## src/gdc_pkg.sv

```systemverilog
// gate driver controller: shared constants, register map, state codes
// assumes a 200 MHz system clock and a byte-addressed 32-bit register port
package gdc_pkg;
   // ----------------------------------------------------------------
   // register port
   // ----------------------------------------------------------------
   localparam int unsigned ADDR_W = 8;
   localparam logic [7:0] CTRL_OFS   = 8'h00;
   localparam logic [7:0] PERIOD_OFS = 8'h04;
   localparam logic [7:0] ONTIME_OFS = 8'h08;
   localparam logic [7:0] STATUS_OFS = 8'h0C;

   // control field positions
   localparam int unsigned CTRL_EN_BIT  = 0;
   localparam int unsigned CTRL_RUN_BIT = 1;
   localparam int unsigned CTRL_TRI_BIT = 2;
   localparam int unsigned CTRL_ZCD_BIT = 3;
   localparam int unsigned CTRL_W       = 4;

   // values after reset
   localparam logic [3:0]  CTRL_RST   = 4'h8;
   localparam logic [15:0] PERIOD_RST = 16'h00C8;
   localparam logic [15:0] ONTIME_RST = 16'h0014;

   // ----------------------------------------------------------------
   // timing
   // ----------------------------------------------------------------
   localparam int unsigned CLK_PERIOD_PS  = 5000;
   localparam int unsigned STARTUP_TIME_NS = 20000;
   // least time: round up to whole cycles
   localparam int unsigned STARTUP_CYC =
      (STARTUP_TIME_NS * 1000 + CLK_PERIOD_PS - 1) / CLK_PERIOD_PS;
   localparam int unsigned WAIT_W = 12;

   // ----------------------------------------------------------------
   // sequencer states
   // ----------------------------------------------------------------
   typedef enum logic [1:0] {
      GDC_OFF   = 2'b00,
      GDC_WAIT  = 2'b01,
      GDC_RUN   = 2'b10,
      GDC_FAULT = 2'b11
   } gdc_state_e;
endpackage
```

## src/gdc_ctrl.sv

```systemverilog
// gate driver controller: drives pwm, enable/fault and zero-cross pins
// of a half-bridge gate driver; orders come over a plain register port.
// assumes an external pull-up on the enable/fault wire and a logic
// supply monitor giving supply_ok synchronous to clk_sys.
//
// Local design decisions: the address map and strobed register access.
`timescale 1ns/1ps

module gdc_ctrl #(
   parameter int unsigned CNT_W = 16
) (
   input  wire logic                        clk_sys,
   input  wire logic                        sys_rst,
   input  wire logic [gdc_pkg::ADDR_W-1:0]  addr,
   input  wire logic [31:0]                 wdata,
   input  wire logic                        wr_en,
   input  wire logic                        rd_en,
   output logic      [31:0]                 rdata,
   input  wire logic                        supply_ok,
   input  wire logic                        enable_fault_pin_i,
   output logic                             enable_fault_pin_o,
   output logic                             enable_fault_pin_oe,
   output logic                             pwm_o,
   output logic                             pwm_oe,
   output logic                             zero_cross_detect_n
);

   // ----------------------------------------------------------------
   // register file
   // ----------------------------------------------------------------
   logic [gdc_pkg::CTRL_W-1:0] ctrl_q,   ctrl_d;
   logic [CNT_W-1:0]           period_q, period_d;
   logic [CNT_W-1:0]           ontime_q, ontime_d;
   logic [31:0]                rdata_q,  rdata_d;

   gdc_pkg::gdc_state_e        state_q,  state_d;
   logic [gdc_pkg::WAIT_W-1:0] wait_q,   wait_d;

   logic                       ctrl_en;
   logic                       ctrl_run;
   logic                       ctrl_tri;
   logic                       start_ok;

   assign ctrl_en  = ctrl_q[gdc_pkg::CTRL_EN_BIT];
   assign ctrl_run = ctrl_q[gdc_pkg::CTRL_RUN_BIT];
   assign ctrl_tri = ctrl_q[gdc_pkg::CTRL_TRI_BIT];

   always_comb begin
      ctrl_d   = ctrl_q;
      period_d = period_q;
      ontime_d = ontime_q;
      rdata_d  = 32'h0000_0000;
      if (wr_en) begin
         case (addr)
            gdc_pkg::CTRL_OFS:   ctrl_d   = wdata[gdc_pkg::CTRL_W-1:0];
            gdc_pkg::PERIOD_OFS: period_d = wdata[CNT_W-1:0];
            gdc_pkg::ONTIME_OFS: ontime_d = wdata[CNT_W-1:0];
            default: ;
         endcase
      end
      if (rd_en) begin
         case (addr)
            gdc_pkg::CTRL_OFS:   rdata_d = {28'h0000000, ctrl_q};
            gdc_pkg::PERIOD_OFS: rdata_d = 32'(period_q);
            gdc_pkg::ONTIME_OFS: rdata_d = 32'(ontime_q);
            gdc_pkg::STATUS_OFS: begin
               rdata_d = {28'h0000000, pwm_oe,
                          state_q == gdc_pkg::GDC_FAULT,
                          state_q == gdc_pkg::GDC_RUN, supply_ok};
            end
            default: rdata_d = 32'h0000_0000;
         endcase
      end
   end

   always_ff @(posedge clk_sys) begin
      if (sys_rst) begin
         ctrl_q   <= gdc_pkg::CTRL_RST;
         period_q <= CNT_W'(gdc_pkg::PERIOD_RST);
         ontime_q <= CNT_W'(gdc_pkg::ONTIME_RST);
         rdata_q  <= 32'h0000_0000;
      end else begin
         ctrl_q   <= ctrl_d;
         period_q <= period_d;
         ontime_q <= ontime_d;
         rdata_q  <= rdata_d;
      end
   end

   assign rdata = rdata_q;

   // ----------------------------------------------------------------
   // startup sequencer
   // ----------------------------------------------------------------
   // the wait starts only once supply, our enable and the pin level
   // agree, so any order in which they arrive gives the full delay
   assign start_ok = supply_ok & ctrl_en & enable_fault_pin_i;

   always_comb begin
      state_d = state_q;
      wait_d  = wait_q;
      unique case (state_q)
         gdc_pkg::GDC_OFF: begin
            wait_d = '0;
            if (start_ok) begin
               state_d = gdc_pkg::GDC_WAIT;
            end
         end
         gdc_pkg::GDC_WAIT: begin
            if (!start_ok) begin
               state_d = gdc_pkg::GDC_OFF;
               wait_d  = '0;
            end else if (wait_q == gdc_pkg::WAIT_W'(gdc_pkg::STARTUP_CYC - 1))
            begin
               state_d = gdc_pkg::GDC_RUN;
            end else begin
               wait_d = gdc_pkg::WAIT_W'(wait_q + 1'b1);
            end
         end
         gdc_pkg::GDC_RUN: begin
            if (!supply_ok || !ctrl_en) begin
               state_d = gdc_pkg::GDC_OFF;
            end else if (!enable_fault_pin_i) begin
               // pin released by us yet low: the driver flags a fault
               state_d = gdc_pkg::GDC_FAULT;
            end
         end
         gdc_pkg::GDC_FAULT: begin
            // the driver only restarts after a supply power cycle
            if (!supply_ok) begin
               state_d = gdc_pkg::GDC_OFF;
            end
         end
      endcase
   end

   always_ff @(posedge clk_sys) begin
      if (sys_rst) begin
         state_q <= gdc_pkg::GDC_OFF;
         wait_q  <= '0;
      end else begin
         state_q <= state_d;
         wait_q  <= wait_d;
      end
   end

   // ----------------------------------------------------------------
   // pin drive
   // ----------------------------------------------------------------
   logic [CNT_W-1:0] cnt_q, cnt_d;
   logic             pwm_q, pwm_d;
   logic             pwm_oe_q, pwm_oe_d;
   logic             en_oe_q, en_oe_d;
   logic             zcd_q, zcd_d;
   logic             switching;

   assign switching = (state_q == gdc_pkg::GDC_RUN) & ctrl_run & ~ctrl_tri;

   always_comb begin
      cnt_d = '0;
      pwm_d = 1'b0;
      // floating pwm sits in the driver window; used during startup,
      // faults and phase shedding, and whenever the supply is absent
      pwm_oe_d = switching & supply_ok;
      if (switching) begin
         cnt_d = (cnt_q >= period_q - 1'b1) ? '0 : CNT_W'(cnt_q + 1'b1);
         pwm_d = cnt_q < ontime_q;
      end
      // open-drain style: release for enable, the pull-up raises it
      // follows the stored enable, so the pin is never pulled low while
      // the sequencer still counts itself running
      en_oe_d = ~ctrl_q[gdc_pkg::CTRL_EN_BIT];
      zcd_d   = ctrl_q[gdc_pkg::CTRL_ZCD_BIT];
   end

   always_ff @(posedge clk_sys) begin
      if (sys_rst) begin
         cnt_q    <= '0;
         pwm_q    <= 1'b0;
         pwm_oe_q <= 1'b0;
         en_oe_q  <= 1'b1;
         zcd_q    <= 1'b1;
      end else begin
         cnt_q    <= cnt_d;
         pwm_q    <= pwm_d;
         pwm_oe_q <= pwm_oe_d;
         en_oe_q  <= en_oe_d;
         zcd_q    <= zcd_d;
      end
   end

   assign pwm_o               = pwm_q;
   assign pwm_oe              = pwm_oe_q;
   assign enable_fault_pin_o  = 1'b0;
   assign enable_fault_pin_oe = en_oe_q;
   assign zero_cross_detect_n = zcd_q;
endmodule // gdc_ctrl

```

## config.mk

```make
export PLATFORM = sky130hd
export DESIGN_NAME = gdc_ctrl
export DESIGN_NICKNAME = d
export VERILOG_FILES = /design/src/gdc_pkg.sv /design/src/gdc_ctrl.sv
export SDC_FILE = /design/constraint.sdc
export NUM_CORES = 1
export LEC_CHECK = 0
export BUFFER_PORTS_ARGS = -buffer_cell sky130_fd_sc_hd__buf_2
export CORE_UTILIZATION = 40
export CTS_CLUSTER_SIZE = 10
export DETAILED_ROUTE_END_ITERATION = 8
export PLACE_DENSITY = 0.71
export SETUP_SLACK_MARGIN = 0.4
export SLEW_MARGIN = 0
export SYNTH_ARGS = -nofsm -noshare
export SYNTH_HDL_FRONTEND = slang
export SYNTH_SLANG_ARGS = --single-unit
```

## constraint.sdc

```tcl
create_clock -name clk_sys -period 3.2 [get_ports clk_sys]
set_input_delay 0.64 -clock clk_sys [delete_from_list [all_inputs] [get_ports clk_sys]]
set_output_delay 0.64 -clock clk_sys [all_outputs]
set_load 0.01 [all_outputs]
```

* Word level (Yosys, flattened, before mapping) *
Index checks and enable logic that the tools add are counted.

storage, ports and cells
  register bits = 102
  latch bits = 0
  bits in writable memories = 0
  memory bits (read-only) = 0
  bits of input ports = 46
  output and inout bits = 37
  word-level logic and storage cells = 62
  memories kept = 0

cells by class
  $add $sub $neg = 3
  multipliers = 0
  divide/modulo/power cells = 0
  order comparisons = 2
  equality and inequality tests = 12
  shifts and indexed selects = 0
  muxes and demuxes = 11
  bitwise logic cells = 9
  reduce and logical (&&, ||, !) cells = 14

operators by type and width
  operator                 number
  $pmux W16 S4             1
  $mux W12                 2
  $pmux W12 S2             1
  $add A16 B1 Y16 const B  1
  $eq A8 B4 Y1 const B     2
  $ge A16 B16 Y1           1
  $lt A16 B16 Y1           1
  $sub A16 B1 Y16 const B  1
  $add A12 B1 Y12 const B  1
  $eq A12 B12 Y1 const B   1
  $mux W2                  6
  $ne A3 B3 Y1 const B     3
  $eq A8 B3 Y1 const B     1
  $logic_not A8 Y1         1
  $pmux W2 S4              1
  $reduce_and A2 Y1        4
  $and A1 B1 Y1            5
  $eq A2 B2 Y1 const B     2
  $ne A2 B2 Y1 const B     2
  $not A1 Y1               4
  $reduce_and A4 Y1        1
  $reduce_or A2 Y1         2
  $reduce_or A3 Y1         1
  $eq A2 B1 Y1 const B     1
  other kinds (4)          5

* Logic depth before layout (Yosys ltp) *
  depth after elaboration = 5
  depth in mapped cells = 14
  depth with buffers taken out = 13

* Worst setup path before layout *
Ideal clock, no wire load.

  kind = flip-flop to flip-flop
  start = register period_q[0]
  end = register cnt_q[10]
  library setup time = 65 ps
  data arrival time = 2686 ps
  data required time = 3135 ps
  path slack = 449 ps
  cell stages (with the launch flop) = 13
  path buffers = 1
  clock period less this slack = 2751 ps
  cells stage by stage = dfxtp_1 -> or4_1 -> nor2b_1 -> nand2_1 -> nor3_2 -> xnor2_1 -> ha_1 -> inv_1 -> o2111ai_1 -> a211o_1 -> a21o_1 -> clkbuf_1 -> nor2_1

between the ends
  word-level cells in the longest chain between the ends = 3

ends and longest elaborated chain
  element                            line             source
  from (decl)                        gdc_ctrl.sv:32   logic [CNT_W-1:0] period_q, period_d;
  from (signal assigned)             gdc_ctrl.sv:79   period_q <= CNT_W'(gdc_pkg::PERIOD_RST);
  from (signal assigned)             gdc_ctrl.sv:84   period_q <= period_d;
  $sub A16 B1 Y16                    gdc_ctrl.sv:166  cnt_d = (cnt_q >= period_q - 1'b1) ? '0 : CNT_W'(cnt_q + 1'b1);
  $ge A16 B16 Y1                     gdc_ctrl.sv:166
  $reduce_or A3 Y1 (no source line)  n/a
  to (signal assigned)               gdc_ctrl.sv:184  cnt_q <= cnt_d;
  to (decl)                          gdc_ctrl.sv:150  logic [CNT_W-1:0] cnt_q, cnt_d;

Every way passes these cells.
A chain may end at the register's enable or synchronous reset.

* Final worst setup path *
  start = register period_q[7]
  end = register cnt_q[6]

The elaborated chain is that of the path after synthesis.

==> run_results.csv <==
group,metric,value,unit
routing,drtIter0Drc,213,
power_and_ir_drop,seq_power_share,46.8,%
finish,fin_nets,657,
setup_path,r2r_slack,0.51,ns
routing,firstDrtPassIters,5,
sta,relSlewSlack,39.0,%
clock_tree,htreeDepth,3,
synthesis,ys.flop_type,"dfxtp_1",
status,status,"finished, final reports clean",
sta,finClkSkew,0.00465,ns
sta,max_freq,372,MHz
setup_path,critPathKind,"reg -> reg",
power_and_ir_drop,power.switching,484,µW
sta,rsz0062_at_grt,"yes",
synthesis,syn_avg_cell_area,8.60,µm²
synthesis,ys_warn_count,0,
clock_tree,hold_buffers,0,
synthesis,syn_inst,533,
floorplanning,coreArea,11000,µm²
finish,area_delta_synth_final,13.9,%
routing,wl,10600,µm
synthesis,async_reset_ff_share,0,%
sta,period_minus_slack,2.69,ns
finish,nFillCells,1057,
setup_path,r2r_cells,10,
finish,drive_gt1_share,16.7,%
power_and_ir_drop,switching_share,21.2,%
place,io_buffer_count,49,
min_path,min_path_cells,2,
clock_tree,clock_latency,0.34,ns
sta,fin_crit_sh,84.1,%
synthesis,yosysUniqueCellTypes,57,
global_route,grt_util_all_layers,19.2,%
synthesis,netlist_area,4580,µm²
routing,avgViaCountPerCell,5.29,
floorplanning,die_h,109,µm
routing,wl_per_cell,14.7,µm
setup_path,critPathLaunchType,"flop",
power_and_ir_drop,p_int,1.80,mW
place,dpl.cell_count,704,
global_route,grt_first_pass_wirelength,17700,µm
global_route,overflow,0,
global_route,grt_max_degree,46,
min_path,hold_end,"ontime_q[15]",
clock_tree,clkSinkCount,86,
floorplanning,start_util,41.7,%
place,dpl.hpwl,8090,µm
global_route,grt_pass1_vias,3652,
clock_tree,clockRootBuffer,"clkbuf_16",
min_path,hold_path_class,"reg -> reg",
run,maxCapViolCount,0,
power_and_ir_drop,power_density,438,nW/µm²
setup_path,worstPathRequired,3.46,ns
finish,multi_input_area,2600,µm²
synthesis,ys_ff_latch,86,
power_and_ir_drop,p_comb_share,2.8,%
clock_tree,clockBufferDepth,2,
power_and_ir_drop,pwr-share-clk,50.4,%
routing,detail-route-antenna-nets,0,
floorplanning,dieArea,11900,µm²
power_and_ir_drop,power,2.29,mW
sta,maxSlewViolCount,0,
synthesis,synth_area_leader_cell,"dfxtp_1",
floorplanning,rows,38,
sta,hold_slack,0.480,ns
min_path,hp-start,"ontime_q[15]",
floorplanning,die_x,109,µm
routing,drc,0,
finish,regArea,1730,µm²
synthesis,synth.yosys.seq_area_share,37.6,%
place,gp_congestion,0.860,
setup_path,arrival,2.95,ns
sta,tns,0,ns
power_and_ir_drop,leakage,2.00,nW
finish,antenna_cells,0,
setup_path,r2r_start,"period_q[7]",
global_route,antenna_found_initial,1,
clock_tree,cts_buffers,9,
sta,timing.final.hold_violations,0,
setup_path,cp-end-kind,"flop",
synthesis,ys_top_cells_by_area,"dfxtp_1 38%, ha_1 9.3%, nand2_1 6.8%",
sta,tightest_slew,0.908,ns
routing,vias,3821,
finish,fin_util,47.5,%
setup_path,worst_r2r_endpoint,"cnt_q[6]",
synthesis,synth_top_area_share,37.6,%
clock_tree,clkTransAtPathRegs,0.06,ns
floorplanning,io_pins,83,
setup_path,path_max_fanout,7,
finish,stdcell_count,722,
power_and_ir_drop,ir_drop,0.239,mV
clock_tree,cts_tree,"yes",
synthesis,synth-edff-count,0,
sta,finalSetupViolations,0,
[power groups by stage]
stage               clock [mW]  combinational (mW)  sequential, mW
floorplan                    0              0.0547            1.10
global placement             0              0.0637            1.10
detailed placement           0              0.0643            1.10
CTS                       1.17              0.0648            1.07
global route              1.21              0.0711            1.07
finish                    1.15              0.0651            1.07
[per-stage QoR]
step / instance area (µm²) / worst slack [ns]
after CTS: 5160 / 0.416
after global routing: 5220 / 0.365
after global placement: 4810 / 0.282
final: 5220 / 0.510
after detailed placement: 4810 / 0.225
after floorplan: 4640 / 0.449
[per-layer routing]
layer	vias to the layer above	part of all wire [%]	track usage, %
met5	-	0.094	0
met1	1815	45	24.5
met2	95	48	31.2
met4	2	1.7	7.43
met3	15	4.6	4.54
li1	1894	-	-
[registers in the layout (all words and copies together), names as in the netlist]
signal	cells
rdata	16
enable_fault_pin_oe	1
zero_cross_detect_n	1
pwm_oe	1
ctrl_q	4
cnt_q	16
ontime_q	16
state_q	2
period_q	16
pwm_o	1
wait_q	12
[critical path: stages, from the launching register on]
cell,delay [ns]
dfxtp_4,0.37
or4_4,0.55
nor3_4,0.19
nand2_1,0.08
xor2_1,0.16
ha_1,0.35
a21oi_1,0.15
o2111ai_1,0.12
a211o_1,0.28
buf_4,0.17
nor3_1,0.17
[final cells by class]
cell class	instances	area share, %
tap	140	3.36
clock buffer	10	4.58
multi-input combinational	401	49.9
timing repair buffer	55	5.56
inverter	24	1.73
clock inverter	6	1.77
sequential	86	33.1
[synthesized netlist by cell type, drive strengths merged, types with 2 or more instances]
library cell and count:
a211o 4, a211oi 2, a21o 4, a21oi 40, a22oi 14, a311oi 2
and2 3, and3 6, and4 4, buf 22, clkbuf 16, dfxtp 86
ha 34, inv 24, mux2i 4, mux4 3, nand2 84, nand2b 6
nand3 10, nand3b 3, nand4 10, nor2 55, nor2b 8, nor3 21
nor3b 3, nor4 5, o211ai 3, o21ai 3, or3 2, or4 3
xnor2 17, xor2 18
[cells in the final DEF, fill, tap and decap left out, types with 4 or more instances in the layout]
cell type / n
clkbuf_16: 9
and4_1: 4
xor2_1: 18
a22oi_1: 14
xnor2_1: 17
buf_2: 49
inv_1: 24
nor3_1: 18
ha_1: 33
a211o_1: 4
buf_4: 6
nand3_1: 10
nand2_1: 81
mux2i_1: 4
conb_1: 17
nor2_1: 55
a21oi_1: 40
and3_1: 6
nand4_1: 10
nor2b_1: 7
nand2b_1: 6
dfxtp_1: 82
[worst max path at each step]
| stage | start | depth (start not counted) | endpoint | slack (ns) |
|---|---|---|---|---|
| after floorplan | period_q[0] | 12 | cnt_q[10] | 0.45 |
| after global placement | period_q[0] | 13 | cnt_q[9] | 0.28 |
| after detailed placement | period_q[0] | 13 | cnt_q[11] | 0.23 |
| after CTS | period_q[0] | 11 | cnt_q[6] | 0.42 |
| after global routing | period_q[0] | 10 | cnt_q[12] | 0.36 |
| final | period_q[7] | 10 | cnt_q[6] | 0.51 |
[cells by family (layout without fill, tap and decap cells)]
logic type	Yosys count	in the layout	share of synthesized area (%)
muxes	7	7	2.35
buffers and inverters	62	95	8.13
and+or+nand+nor	227	227	24.7
adders and majority gates	34	34	9.28
AOI/OAI and AO/OA	81	81	11.2
xor gates and xnor gates	35	35	6.69
other	1	17	0.0818
DFF	86	86	37.6
[repair_timing]
| item | CTS | global route |
|---|---|---|
| pin swaps | 0 | 5 |
| buffers inserted | 0 | 2 |
| endpoints found under the setup margin | 16 | 16 |
| gates cloned | 0 | 0 |
| resized for setup | 4 | 16 |
Power figures use the tool's default switching activity.
